[src/design/bl_regs_pkg.sv]
// What this block does
// - packet-check bit 5 adds a checked CRC byte to every transfer
// - setup bit 4 picks high current limit at 0, low at 1
// - setup bit 3 runs the boost continuously, ignoring dimming
// - setup bit 2 picks fast soft-start at 1, slow at 0
// - setup bit 1 enables boost and LED outputs, 0 keeps them off
// - setup bit 0 turns phase shifting between channels on at 1
// - mode bit 4 set: overcurrent only flags, no shutdown, fault high
// - mode bit 3 picks pin dimming at 1, on-time registers at 0
// - mode bit 2 enables hybrid dimming; 2-bit threshold code 6.25-50%
// - 7-bit current code, 34.5mA at 0x00 to 225mA at 0x7f
// - each channel has 18-bit on-time, top eight in its high byte
// - on-time counts in 50ns units
// - middle on-time byte is read-write and resets to all ones
// - two low on-time bits per channel sit in a shared register
// - common bit set: channel 1 on-time drives every active channel
package bl_regs_pkg;

  // ----------------------------------------------------------------
  // register offsets
  // ----------------------------------------------------------------
  localparam logic [7:0] ADDR_IDENT  = 8'h00;
  localparam logic [7:0] ADDR_REV    = 8'h01;
  localparam logic [7:0] ADDR_SETUP  = 8'h02;
  localparam logic [7:0] ADDR_MODE   = 8'h03;
  localparam logic [7:0] ADDR_ISET   = 8'h04;
  localparam logic [7:0] ADDR_CH1_HI = 8'h05;
  localparam logic [7:0] ADDR_CH1_MD = 8'h06;
  localparam logic [7:0] ADDR_CH2_HI = 8'h07;
  localparam logic [7:0] ADDR_CH2_MD = 8'h08;
  localparam logic [7:0] ADDR_LSB14  = 8'h0d;
  localparam logic [7:0] ADDR_LSB56  = 8'h12;

  // ----------------------------------------------------------------
  // field positions
  // ----------------------------------------------------------------
  localparam int SET_PEC_BIT   = 5;
  localparam int SET_ILIM_BIT  = 4;
  localparam int SET_FORCE_BIT = 3;
  localparam int SET_FSS_BIT   = 2;
  localparam int SET_ENA_BIT   = 1;
  localparam int SET_PS_BIT    = 0;
  localparam int MODE_OCD_BIT  = 4;
  localparam int MODE_PIN_BIT  = 3;
  localparam int MODE_HYB_BIT  = 2;
  localparam int MODE_THR_LSB  = 0;
  localparam int LSB_CH1_POS   = 0;
  localparam int LSB_CH2_POS   = 2;
  localparam int COMMON_BIT    = 4;

  // ----------------------------------------------------------------
  // reset values
  // ----------------------------------------------------------------
  localparam logic [5:0] SETUP_RST = 6'h00;
  localparam logic [4:0] MODE_RST  = 5'h08;
  localparam logic [6:0] ISET_RST  = 7'h08;
  localparam logic [7:0] TON_RST   = 8'hff;
  localparam logic [7:0] LSB14_RST = 8'hff;
  localparam logic [4:0] LSB56_RST = 5'h0f;

  // ----------------------------------------------------------------
  // timing and scaling
  // ----------------------------------------------------------------
  localparam int CLK_PERIOD_NS   = 10;
  localparam int ON_TIME_UNIT_NS = 50;
  localparam int ON_TIME_UNIT_CYC =
    (ON_TIME_UNIT_NS + CLK_PERIOD_NS - 1) / CLK_PERIOD_NS;
  localparam logic [17:0] CURRENT_BASE_UA = 18'd34500;
  localparam logic [17:0] CURRENT_STEP_UA = 18'd1500;
  localparam logic [7:0]  CRC_POLY        = 8'h07;

endpackage

[src/design/backlight_control_registers.sv]
`timescale 1ns/1ps
module backlight_control_registers #(
  parameter logic [7:0] PART_ID  = 8'h5a, // arbitrary value
  parameter logic [3:0] REV_CODE = 4'h6   // arbitrary value
) (
  // clock, reset, enable
  input  wire logic        ref_clk,
  input  wire logic        sys_rst,
  input  wire logic        clk_en,
  // two-wire serial bus
  input  wire logic [6:0]  slave_address,
  input  wire logic        scl_in,
  input  wire logic        sda_in,
  output logic             sda_out,
  output logic             sda_oe,
  // analog side inputs
  input  wire logic        overcurrent_detect,
  input  wire logic        dim_pin,
  input  wire logic        dim_period_start,
  // decoded controls
  output logic             packet_check_enable,
  output logic             boost_limit_select,
  output logic             force_boost_run,
  output logic             fast_soft_start,
  output logic             converter_outputs_enable,
  output logic             phase_shift_enable,
  output logic             pin_dimming_select,
  output logic             hybrid_dimming_enable,
  output logic [1:0]       hybrid_threshold_select,
  output logic [6:0]       led_current_code,
  output logic [17:0]      sink_current_ua,
  output logic [17:0]      ch1_on_time,
  output logic [17:0]      ch2_on_time,
  // drive and status
  output logic             boost_run,
  output logic [1:0]       led_drive,
  output logic             input_overcurrent_flag,
  output logic             fault_output_n
);
  import bl_regs_pkg::*;

  typedef enum logic [2:0] {
    ST_IDLE, ST_ADDR, ST_ACK_ADDR, ST_WR, ST_ACK_WR, ST_RD, ST_RD_ACK
  } bus_state_t;

  // ----------------------------------------------------------------
  // helpers
  // ----------------------------------------------------------------
  function automatic logic [7:0] crc8(input logic [7:0] c,
                                      input logic [7:0] b);
    logic [7:0] r;
    r = c ^ b;
    for (int k = 0; k < 8; k++) begin
      r = r[7] ? ((r << 1) ^ CRC_POLY) : (r << 1);
    end
    return r;
  endfunction

  logic [5:0]  setup_q, setup_d;
  logic [4:0]  mode_q, mode_d;
  logic [6:0]  iset_q, iset_d;
  logic [7:0]  ton_hi_q [2], ton_hi_d [2];
  logic [7:0]  ton_md_q [2], ton_md_d [2];
  logic [7:0]  lsb14_q, lsb14_d;
  logic [4:0]  lsb56_q, lsb56_d;
  logic        ocf_q, ocf_d;

  function automatic logic [7:0] rd_byte(input logic [7:0] a);
    unique case (a)
      ADDR_IDENT:  return PART_ID;
      ADDR_REV:    return {4'h0, REV_CODE};
      ADDR_SETUP:  return {2'h0, setup_q};
      ADDR_MODE:   return {3'h0, mode_q};
      ADDR_ISET:   return {1'h0, iset_q};
      ADDR_CH1_HI: return ton_hi_q[0];
      ADDR_CH1_MD: return ton_md_q[0];
      ADDR_CH2_HI: return ton_hi_q[1];
      ADDR_CH2_MD: return ton_md_q[1];
      ADDR_LSB14:  return lsb14_q;
      ADDR_LSB56:  return {3'h0, lsb56_q};
      default:     return 8'h00;
    endcase
  endfunction

  // ----------------------------------------------------------------
  // serial bus slave
  // ----------------------------------------------------------------
  bus_state_t  st_q, st_d;
  logic        scl_q, sda_q;
  logic [2:0]  cnt_q, cnt_d;
  logic [7:0]  sh_q, sh_d;
  logic [7:0]  tx_q, tx_d;
  logic        drv_q, drv_d;
  logic        rw_q, rw_d;
  logic [7:0]  ptr_q, ptr_d;
  logic [7:0]  crc_q, crc_d;
  logic [1:0]  nb_q, nb_d;
  logic        sent_q, sent_d;
  logic [7:0]  pend_q, pend_d;
  logic [7:0]  pptr_q, pptr_d;
  logic        wr_en;
  logic [7:0]  wr_addr, wr_data;
  logic        start_c, stop_c, rise_c, fall_c;
  logic [7:0]  byte_c, nxt_c;

  assign start_c = scl_in & scl_q & sda_q & ~sda_in;
  assign stop_c  = scl_in & scl_q & ~sda_q & sda_in;
  assign rise_c  = scl_in & ~scl_q;
  assign fall_c  = ~scl_in & scl_q;
  assign byte_c  = {sh_q[6:0], sda_in};

  // bus next state; one byte in flight, pointer auto-increments except on checked writes
  always_comb begin
    st_d = st_q; cnt_d = cnt_q; sh_d = sh_q; tx_d = tx_q;
    drv_d = drv_q; rw_d = rw_q; ptr_d = ptr_q; crc_d = crc_q;
    nb_d = nb_q; sent_d = sent_q; pend_d = pend_q; pptr_d = pptr_q;
    wr_en = 1'b0; wr_addr = ptr_q; wr_data = byte_c;
    nxt_c = packet_check_enable && sent_q ? crc_q : rd_byte(ptr_q);
    if (stop_c) begin
      // checked write lands only when the code matched
      if (packet_check_enable && !rw_q && nb_q == 2'd3 &&
          crc_q == 8'h00) begin
        wr_en = 1'b1; wr_addr = pptr_q; wr_data = pend_q;
      end
      st_d = ST_IDLE; drv_d = 1'b0;
    end else if (start_c) begin
      if (st_q == ST_IDLE) begin
        crc_d = 8'h00; nb_d = 2'd0;
      end
      st_d = ST_ADDR; cnt_d = 3'd0; drv_d = 1'b0; sent_d = 1'b0;
    end else begin
      unique case (st_q)
        ST_IDLE: ;
        ST_ADDR, ST_WR: if (rise_c) begin
          sh_d = byte_c;
          cnt_d = cnt_q + 3'd1;
          if (cnt_q == 3'd7) begin
            crc_d = crc8(crc_q, byte_c);
            if (st_q == ST_ADDR) begin
              rw_d = byte_c[0];
              st_d = byte_c[7:1] == slave_address ? ST_ACK_ADDR : ST_IDLE;
            end else begin
              st_d = ST_ACK_WR;
              if (nb_q != 2'd3) nb_d = nb_q + 2'd1;
              if (nb_q == 2'd0) ptr_d = byte_c;
              else if (!packet_check_enable) begin
                wr_en = 1'b1; ptr_d = ptr_q + 8'd1;
              end else if (nb_q == 2'd1) begin
                pend_d = byte_c; pptr_d = ptr_q; // held for
              end
            end
          end
        end
        ST_ACK_ADDR, ST_ACK_WR: if (fall_c) begin
          if (!drv_q) drv_d = 1'b1;
          else if (st_q == ST_ACK_ADDR && rw_q) begin
            tx_d = nxt_c; drv_d = ~nxt_c[7]; cnt_d = 3'd0; st_d = ST_RD;
            if (!(packet_check_enable && sent_q)) crc_d = crc8(crc_q, nxt_c);
            sent_d = 1'b1;
          end else begin
            drv_d = 1'b0; cnt_d = 3'd0; st_d = ST_WR;
          end
        end
        ST_RD: begin
          if (fall_c && cnt_q != 3'd0) begin
            tx_d = tx_q << 1; drv_d = ~tx_q[6];
          end else if (fall_c) drv_d = ~tx_q[7];
          if (rise_c) begin
            cnt_d = cnt_q + 3'd1;
            if (cnt_q == 3'd7) st_d = ST_RD_ACK;
          end
        end
        ST_RD_ACK: begin
          if (fall_c) drv_d = 1'b0;
          if (rise_c && !drv_q) begin
            if (sda_in) st_d = ST_IDLE;
            else begin
              ptr_d = ptr_q + 8'd1;
              tx_d = packet_check_enable ? crc_q : rd_byte(ptr_q + 8'd1);
              if (!packet_check_enable)
                crc_d = crc8(crc_q, rd_byte(ptr_q + 8'd1));
              cnt_d = 3'd0; st_d = ST_RD;
            end
          end
        end
      endcase
    end
  end

  always_ff @(posedge ref_clk) begin
    if (sys_rst) begin
      st_q <= ST_IDLE; scl_q <= 1'b1; sda_q <= 1'b1; cnt_q <= 3'd0;
      sh_q <= 8'h00; tx_q <= 8'h00; drv_q <= 1'b0; rw_q <= 1'b0;
      ptr_q <= 8'h00; crc_q <= 8'h00; nb_q <= 2'd0; sent_q <= 1'b0;
      pend_q <= 8'h00; pptr_q <= 8'h00;
    end else if (clk_en) begin
      st_q <= st_d; scl_q <= scl_in; sda_q <= sda_in; cnt_q <= cnt_d;
      sh_q <= sh_d; tx_q <= tx_d; drv_q <= drv_d; rw_q <= rw_d;
      ptr_q <= ptr_d; crc_q <= crc_d; nb_q <= nb_d; sent_q <= sent_d;
      pend_q <= pend_d; pptr_q <= pptr_d;
    end
  end

  assign sda_out = 1'b0; // open drain: only ever pulls low
  assign sda_oe  = drv_q;

  // ----------------------------------------------------------------
  // register file
  // ----------------------------------------------------------------
  // identity and revision have no write path at all
  always_comb begin
    setup_d = setup_q; mode_d = mode_q; iset_d = iset_q;
    ton_hi_d = ton_hi_q; ton_md_d = ton_md_q;
    lsb14_d = lsb14_q; lsb56_d = lsb56_q;
    ocf_d = ocf_q | overcurrent_detect; // sticky until reset
    if (wr_en) begin
      unique case (wr_addr)
        ADDR_SETUP:  setup_d = wr_data[5:0];
        ADDR_MODE:   mode_d = wr_data[4:0];
        ADDR_ISET:   iset_d = wr_data[6:0];
        ADDR_CH1_HI: ton_hi_d[0] = wr_data;
        ADDR_CH1_MD: ton_md_d[0] = wr_data;
        ADDR_CH2_HI: ton_hi_d[1] = wr_data;
        ADDR_CH2_MD: ton_md_d[1] = wr_data;
        ADDR_LSB14:  lsb14_d = wr_data;
        ADDR_LSB56:  lsb56_d = wr_data[4:0];
        default: ;
      endcase
    end
  end

  always_ff @(posedge ref_clk) begin
    if (sys_rst) begin
      setup_q <= SETUP_RST; mode_q <= MODE_RST; iset_q <= ISET_RST;
      ton_hi_q[0] <= TON_RST; ton_hi_q[1] <= TON_RST;
      ton_md_q[0] <= TON_RST; ton_md_q[1] <= TON_RST;
      lsb14_q <= LSB14_RST; lsb56_q <= LSB56_RST; ocf_q <= 1'b0;
    end else if (clk_en) begin
      setup_q <= setup_d; mode_q <= mode_d; iset_q <= iset_d;
      ton_hi_q <= ton_hi_d; ton_md_q <= ton_md_d;
      lsb14_q <= lsb14_d; lsb56_q <= lsb56_d; ocf_q <= ocf_d;
    end
  end

  // field decode
  assign packet_check_enable      = setup_q[SET_PEC_BIT];
  assign boost_limit_select       = setup_q[SET_ILIM_BIT];
  assign force_boost_run          = setup_q[SET_FORCE_BIT];
  assign fast_soft_start          = setup_q[SET_FSS_BIT];
  assign converter_outputs_enable = setup_q[SET_ENA_BIT];
  assign phase_shift_enable       = setup_q[SET_PS_BIT];
  assign pin_dimming_select       = mode_q[MODE_PIN_BIT];
  assign hybrid_dimming_enable    = mode_q[MODE_HYB_BIT];
  assign hybrid_threshold_select  = mode_q[MODE_THR_LSB +: 2];
  assign led_current_code         = iset_q;
  assign sink_current_ua = CURRENT_BASE_UA +
    18'(CURRENT_STEP_UA * {11'h000, iset_q});
  assign input_overcurrent_flag   = ocf_q;

  // ----------------------------------------------------------------
  // overcurrent, enable and dimming
  // ----------------------------------------------------------------
  logic shut_c, run_c;
  logic [17:0] ton_own [2];
  logic [17:0] ton_eff [2];
  logic [1:0]  pwm_on, dim_c;

  // shutdown only when the disable bit is clear
  assign shut_c = ocf_q & ~mode_q[MODE_OCD_BIT];
  assign fault_output_n = ~shut_c;
  assign run_c = setup_q[SET_ENA_BIT] & ~shut_c;
  assign ton_own[0] = {ton_hi_q[0], ton_md_q[0],
                       lsb14_q[LSB_CH1_POS +: 2]};
  assign ton_own[1] = {ton_hi_q[1], ton_md_q[1],
                       lsb14_q[LSB_CH2_POS +: 2]};
  assign ch1_on_time = ton_eff[0];
  assign ch2_on_time = ton_eff[1];

  // per-channel on-time counters, one prescaled 50ns tick each
  for (genvar i = 0; i < 2; i++) begin : g_ch
    logic [17:0] rem_q, rem_d;
    logic [2:0]  pre_q, pre_d;
    assign ton_eff[i] = lsb56_q[COMMON_BIT] ? ton_own[0]
                                            : ton_own[i];
    always_comb begin
      rem_d = rem_q;
      pre_d = pre_q;
      if (dim_period_start) begin
        rem_d = ton_eff[i];
        pre_d = 3'd0;
      end else if (rem_q != 18'd0) begin
        if (pre_q == 3'(ON_TIME_UNIT_CYC - 1)) begin
          pre_d = 3'd0;
          rem_d = rem_q - 18'd1;
        end else pre_d = pre_q + 3'd1;
      end
    end
    always_ff @(posedge ref_clk) begin
      if (sys_rst) begin
        rem_q <= 18'd0;
        pre_q <= 3'd0;
      end else if (clk_en) begin
        rem_q <= rem_d;
        pre_q <= pre_d;
      end
    end
    assign pwm_on[i] = rem_q != 18'd0;
    assign dim_c[i] = pin_dimming_select ? dim_pin : pwm_on[i];
  end

  // forced boost ignores the dimming level entirely
  assign boost_run = run_c & (setup_q[SET_FORCE_BIT] | (|dim_c));
  assign led_drive = {2{run_c}} & dim_c;

endmodule

[config.mk]
export PLATFORM = sky130hd
export DESIGN_NAME = backlight_control_registers
export DESIGN_NICKNAME = d
export VERILOG_FILES = /design/src/design/bl_regs_pkg.sv /design/src/design/backlight_control_registers.sv
export SDC_FILE = /design/constraint.sdc
export NUM_CORES = 1
export LEC_CHECK = 0
export ABC_AREA = 1
export BUFFER_PORTS_ARGS = -buffer_cell sky130_fd_sc_hd__buf_2
export CELL_PAD_IN_SITES_DETAIL_PLACEMENT = 1
export CELL_PAD_IN_SITES_GLOBAL_PLACEMENT = 2
export CORE_MARGIN = 5
export CORE_UTILIZATION = 37
export DETAILED_ROUTE_END_ITERATION = 6
export HOLD_SLACK_MARGIN = 0.03
export PLACE_DENSITY = 0.83
export SYNTH_ARGS = -nofsm -noshare
export SYNTH_HDL_FRONTEND = slang
export SYNTH_SLANG_ARGS = --single-unit
[constraint.sdc]
create_clock -name ref_clk -period 9.9 [get_ports ref_clk]
set_clock_uncertainty 0.2 [all_clocks]
set_input_delay 2.475 -clock ref_clk [delete_from_list [all_inputs] [get_ports ref_clk]]
set_output_delay 2.475 -clock ref_clk [all_outputs]
set_load 0.03 [all_outputs]
==> summary.md, run 1 <==
| Metric | Value |
|---|---|
| Status | finished clean |
| Count leader, synth | nand2_1 |
| Fin nets | just over 2000 |
| Arr. time, crit path | between 5 and 6 ns |
| Clk buf depth | 2 |
| Buffers on Ports | roughly 90 |
| Num ports | between 90 and 100 |
| Initial antenna violation count | 0 |
| Area of the multi-input gates | between 7000 and 8000 um^2 |
| Drt drc | 0 |
| Die Ht | 195 um |
| DR vias | between 10000 and 15000 |
| First-pass GRT wire length | about 77000 um |
| Cell row count | 67 |
| Static leakage | between 6 and 7 nW |
| Final setup violating endpoints | 0 |
| Clock sinks | ~170 |
| Top_reg_cell synth | dfxtp_1 |
| Register area share after synthesis | 26.3% |
| TritonCTS clock tree | yes |
| Final hold vios | 0 |
| Routed Antenna Nets | 0 |
| FF/Latch Area | roughly 3300 um^2 |
| Synth cell count leaders | nand2_1, inv_1, o21ai_0, dfxtp_1, nor2_1 |
| Area after DPL | 13300 um^2 |
| Placer Congestion | between 0.9 and 1 |
| Slew margin rel. | approximately a quarter |
| N_diodes | 0 |
| Unrepaired setup endpoints after global routing | no |
| Part of the cycle the worst path needs | 80.8% |
| Tightest Pin Transition | around 1.1 ns |
| Fill count | 4494 |
| DR vias/cell | 5.51 |
| HP Class | reg -> reg |
| Most used cell, CP | nand2_1 |
| Final Non-Filler Cells | 2430 |
| Final HPWL DP | 38400 um |
| Worst Path Class, Setup | reg -> out |
| Synth Instances | 1939 |
| Setup TNS | 0 ns |
| Drt first-iter violations | between 900 and 1000 |
| Postcts setup bufs | 0 |
| Synth top area cells | dfxtp_1, nand2_1, inv_1 |
| Width of the die | between 150 and 200 um |
| Number of hold buffers added after CTS | 0 |
| Min Tclk post-route | about 8 ns |
| CP Launch Type | flip-flop |
| Pwr Total | between 0.002 and 0.003 W |
| Crit end category | output pin |
| Layout cell share with drive strength beyond 1 | 10.4% |
| Root buffer cell | clkbuf_16 |
| Final worst-path setup slack | about 1.9 ns |
| EDFF count, synth | 0 |
| CP max stage cell | fa_1 |
| Clock slew at reported path FFs | about 0.07 ns |
| Pin count of the biggest net entering global routing | 64 |
| First-pass DRT Iterations | 5 |
| Syn_area_per_cell | between 6 and 7 um^2 |
| Grt total ovfl | 0 |
| Clk_lat worst skew | ~0.46 ns |
| Post-synth ARST share | 0% |
| Max FO, Critical Path | 6 |
| Placeable Area | between 30000 and 40000 um^2 |
| Vias in the first global route | 13300 |
| Area Overhead vs Synth | 9.72% |
| Reg with most FFs | g_ch.rem_q |
| Peak VDD IR | roughly 0.13 mV |
| Max Cap Violations | 0 |
| Initial Util | between 30% and 40% |
| Max-slew violation count | 0 |
| Top cell type by total area after synthesis | dfxtp_1 |
| Syn Std Cell Area | 12700 um^2 |
| Crit path buffers/inverters | 5 |
| Synthesized flop and latch total | 166 |
| Cell family with most CP delay | adder cells |
| Max incr delay on CP | just under 0.6 ns |
| Placed Cells | approximately 2400 |
| Total track usage | around 25% |
| Total Wirelength | 49200 um |
| Maximum clock rate | 0.125 GHz |
| Pwr/cell area | between 200 and 250 nW/um^2 |
| Non-Filler Cell Area, Final | 13900 um^2 |
| Pre-CTS setup slack | roughly 2.3 ns |
| Post_cts resized | 0 |
| DR WL/cell | around 20 um |
| CTS Buf Count | 17 |
| CP Data Required Time | 7.23 ns |
| H-Tree Depth | 4 |
| Proportion of netlist area held by the largest area contributor | about a quarter |
| Die ar. | about 38000 um^2 |
| Max FFs per register | 36 |
| Yosys warning total | 0 |
| Distinct cells, synth | 61 |
==> worst paths after layout <==
check	slack (ns)	end	start	cells after the start
setup / recovery	1.90	sink_current_ua[16]	led_current_code[4]$_SDFFE_PP0P_	25
hold / removal	0.27	g_ch[1].pre_q[2]$_SDFFE_PP0P_	g_ch[1].pre_q[2]$_SDFFE_PP0P_	1
hold reg to reg	0.27	g_ch[1].pre_q[2]$_SDFFE_PP0P_	g_ch[1].pre_q[2]$_SDFFE_PP0P_	1
setup reg to reg	5.92	crc_q[2]$_SDFFE_PP0P_	ptr_q[1]$_SDFFE_PP0P_	20
==> cell families (layout without fill, tap and decap cells) <==
family	after synthesis	after routing	share of synthesized area [%]
AO/OA/AOI/OAI	470	470	21.3
flip-flops	166	166	26.3
XOR/XNOR	56	56	3.87
adder cells (fa/ha/maj)	73	73	8.40
buffers and inverters	348	389	11.4
AND/OR/NAND/NOR	825	825	28.8
other	1	3	0.0296
==> power breakdown <==
part	leakage, nW	internal (W)	switching [W]	total (W)
Combinational	4.97	0.000444	0.00105	0.00150
Sequential	1.35	0.000725	0.0000800	0.000805
Clock	0.286	0.000361	0.000324	0.000685
Total	6.60	0.00153	0.00146	0.00299
==> per-stage QoR <==
stage / utilization (%) / hold slack (ns)
2_1_floorplan: - / 0.229
3_3_place_gp: 39.6 / 0.251
3_5_place_dp: 39.6 / 0.263
4_1_cts: 41.3 / 0.278
5_1_grt: 41.3 / 0.299
6_report: 41.3 / 0.271
==> cells in the final DEF, fill, tap and decap left out, drive strengths merged, types with 28 or more instances in the layout <==
cell type	netlist	routed
a31oi	28	28
xnor2	28	28
nor2	167	167
dfxtp	166	166
a21oi	128	128
inv	253	260
nand3	146	146
nand2	433	433
o211ai	41	41
buf	44	101
o21ai	205	205
nand4	36	36
xor2	28	28
ha	53	53
==> area by class of cell <==
cell class	instances	area share, %
Multi-Input combinational cell	1427	57.1
Sequential cell	166	23.9
Inverter	256	6.92
Tap cell	448	4.04
Timing Repair Buffer	101	3.86
Clock buffer	18	3.16
Clock inverter	14	1.01
==> layer usage <==
layer	up-vias	track usage [%]	routed length (um)
met5	-	0	0
met4	0	6.67	1160
met2	321	42.2	22900
met1	6460	34.2	22600
met3	67	4.40	2560
li1	6536	-	-
Note: power is estimated with default switching activity, not from simulation.
==> inputs of run 2 (changes only) <==
--- a/config.mk
+++ b/config.mk
@@ -10,10 +10,10 @@
 export CELL_PAD_IN_SITES_DETAIL_PLACEMENT = 1
 export CELL_PAD_IN_SITES_GLOBAL_PLACEMENT = 2
 export CORE_MARGIN = 5
-export CORE_UTILIZATION = 37
+export CORE_UTILIZATION = 34
 export DETAILED_ROUTE_END_ITERATION = 6
 export HOLD_SLACK_MARGIN = 0.03
-export PLACE_DENSITY = 0.83
+export PLACE_DENSITY = 0.77
 export SYNTH_ARGS = -nofsm -noshare
 export SYNTH_HDL_FRONTEND = slang
 export SYNTH_SLANG_ARGS = --single-unit
==> constraint.sdc (replaced) <==
create_clock -name ref_clk -period 8.3 [get_ports ref_clk]
set_clock_uncertainty 0.2 [all_clocks]
set_input_delay 2.075 -clock ref_clk [delete_from_list [all_inputs] [get_ports ref_clk]]
set_output_delay 2.075 -clock ref_clk [all_outputs]
set_load 0.03 [all_outputs]
==> summary.md, run 2 (same netlist as run 1, synthesis figures left out) <==
| Metric | Value |
|---|---|
| DR WL/cell | between 20 and 25 um |
| Final Non-Filler Cells | 2454 |
| Pwr/cell area | about 260 nW/um^2 |
| Max Cap Violations | 0 |
| Total track usage | 24.9% |
| Most common cell after layout, fill and taps aside | nand2_1 |
| Die Ht | around 200 um |
| Min Tclk post-route | approximately 7.5 ns |
| Layout cell share with drive strength beyond 1 | roughly a tenth |
| Fin util | roughly two fifths |
| DR vias | 13300 |
| Drt drc | 0 |
| Clk buf depth | 2 |
| HP Class | reg -> reg |
| CP max stage cell | fa_1 |
| Critical-path cell list | inv_1 -> fa_1 -> fa_1 -> inv_1 -> fa_1 -> inv_1 -> fa_1 -> inv_1 -> ha_1 -> inv_1 -> nor4_1 -> nand2_1 -> nand3_1 -> nand2_1 -> nand2_1 -> a21oi_1 -> inv_1 -> a21oi_1 -> nor2_1 -> nor2_1 -> xnor2_1 -> nand2_1 -> xor2_1 -> buf_2 |
| Post_cts resized | 0 |
| Initial Util | ~34% |
| Arr. time, crit path | about 5.3 ns |
| CTS Buf Count | 17 |
| Crit end category | output pin |
| Slew margin rel. | 24.3% |
| CP Launch Type | flip-flop |
| Most frequent cells in the layout | nand2_1, inv_1, o21ai_0, dfxtp_1, nor2_1 |
| Grt total ovfl | 0 |
| Num ports | 93 |
| H-Tree Depth | 4 |
| Initial antenna violation count | 1 |
| Cell row count | 70 |
| Max incr delay on CP | about 0.57 ns |
| Fin nets | between 2000 and 2500 |
| Area Overhead vs Synth | 10.3% |
| Static leakage | between 6 and 7 nW |
| DR vias/cell | 5.41 |
| Clock slew at reported path FFs | roughly 0.070 ns |
| Placed Cells | 2424 |
| Setup TNS | 0 ns |
| Peak VDD IR | ~0.15 mV |
| Placer Congestion | ~0.94 |
| Final HPWL DP | around 40000 um |
| Max-slew violation count | 0 |
| N_diodes | 0 |
| Buffers on Ports | 89 |
| Status | finished clean |
| Routed Antenna Nets | 0 |
| Max FFs per register | 36 |
| Die ar. | roughly 40000 um^2 |
| First-pass GRT wire length | between 80000 and 90000 um |
| Pre-CTS setup slack | approximately 1.2 ns |
| Clk_lat worst skew | roughly 0.47 ns |
| Width of the die | 203 um |
| First-pass DRT Iterations | 5 |
| TritonCTS clock tree | yes |
| Vias in the first global route | roughly 13000 |
| Postcts setup bufs | 0 |
| Pin count of the biggest net entering global routing | 72 |
| Fill count | around 4800 |
| Reg with most FFs | g_ch.rem_q |
| CP Data Required Time | ~6 ns |
| Number of hold buffers added after CTS | 0 |
| Maximum clock rate | 0.133 GHz |
| Tightest Pin Transition | between 1 and 1.5 ns |
| Root buffer cell | clkbuf_16 |
| Clock sinks | around 170 |
| Final hold vios | 0 |
| Part of the cycle the worst path needs | roughly nine tenths |
| Final worst-path setup slack | around 0.78 ns |
| Worst Path Class, Setup | reg -> out |
| Placeable Area | about 37000 um^2 |
| Max FO, Critical Path | 6 |
| Final setup violating endpoints | 0 |
| Most used cell, CP | inv_1 |
| Total Wirelength | roughly 52000 um |
| Drt first-iter violations | between 600 and 700 |
| Unrepaired setup endpoints after global routing | no |
==> run 2: cell count changes in the layout (fill, tap and decap cells not counted), moves of 2 or more <==
| cell | delta |
|---|---|
| buf_4 | +6 |
| bufinv_16 | +2 |
| clkbuf_1 | +2 |
| clkinv_2 | +2 |
| inv_8 | -2 |
| inv_6 | -5 |
==> run 2: worst paths after layout <==
path	start	endpoint	slack (ns)	depth (start not counted)
max	led_current_code[4]$_SDFFE_PP0P_	sink_current_ua[17]	0.78	24
min	g_ch[1].pre_q[2]$_SDFFE_PP0P_	g_ch[1].pre_q[2]$_SDFFE_PP0P_	0.27	1
max reg2reg	ptr_q[1]$_SDFFE_PP0P_	crc_q[3]$_SDFFE_PP0P_	4.10	20
min reg2reg	g_ch[1].pre_q[2]$_SDFFE_PP0P_	g_ch[1].pre_q[2]$_SDFFE_PP0P_	0.27	1
==> run 2: area by class of cell <==
type                       count  area [um^2]  share of cell area (%)
timing repair buffer         107          581                    4.16
clock buffer                  21          460                    3.30
inverter                     256          961                    6.89
sequential                   166         3320                    23.8
clock inverter                 9          128                   0.914
tap                          468          586                    4.20
multi-input combinational   1427         7920                    56.7
==> run 2: metal layers <==
layer / part of all wire, % / up-vias / track usage, %
li1: - / 6543 / -
met1: 48 / 6435 / 34.5
met2: 45 / 242 / 39.7
met3: 4.0 / 65 / 4.04
met4: 2.8 / 2 / 7.76
met5: 0.14 / - / 1.31
==> run 2: stage by stage <==
step	total power, W	hold WS, ns	cell area, um^2
final	0.00362	0.270	14000
after global routing	0.00392	0.302	14000
after CTS	0.00364	0.274	14000
after detailed placement	0.00277	0.259	13400
after global placement	0.00274	0.248	13400
after floorplan	0.00229	0.229	12700
==> run 2: power breakdown <==
part	total, W	switching [W]	internal, W
combinational	0.00181	0.00128	0.000531
clock	0.000850	0.000365	0.000485
sequential	0.000960	0.0000955	0.000865
total	0.00362	0.00174	0.00188
==> run 2: critical path: cells and delay by family (launching register included) <==
family          cells  cell delay, ns
buf+inv             7            0.63
flops               1            0.45
fa+ha+maj           5            2.43
compound gates      2            0.13
xor+xnor            2            0.36
simple gates        8            0.78
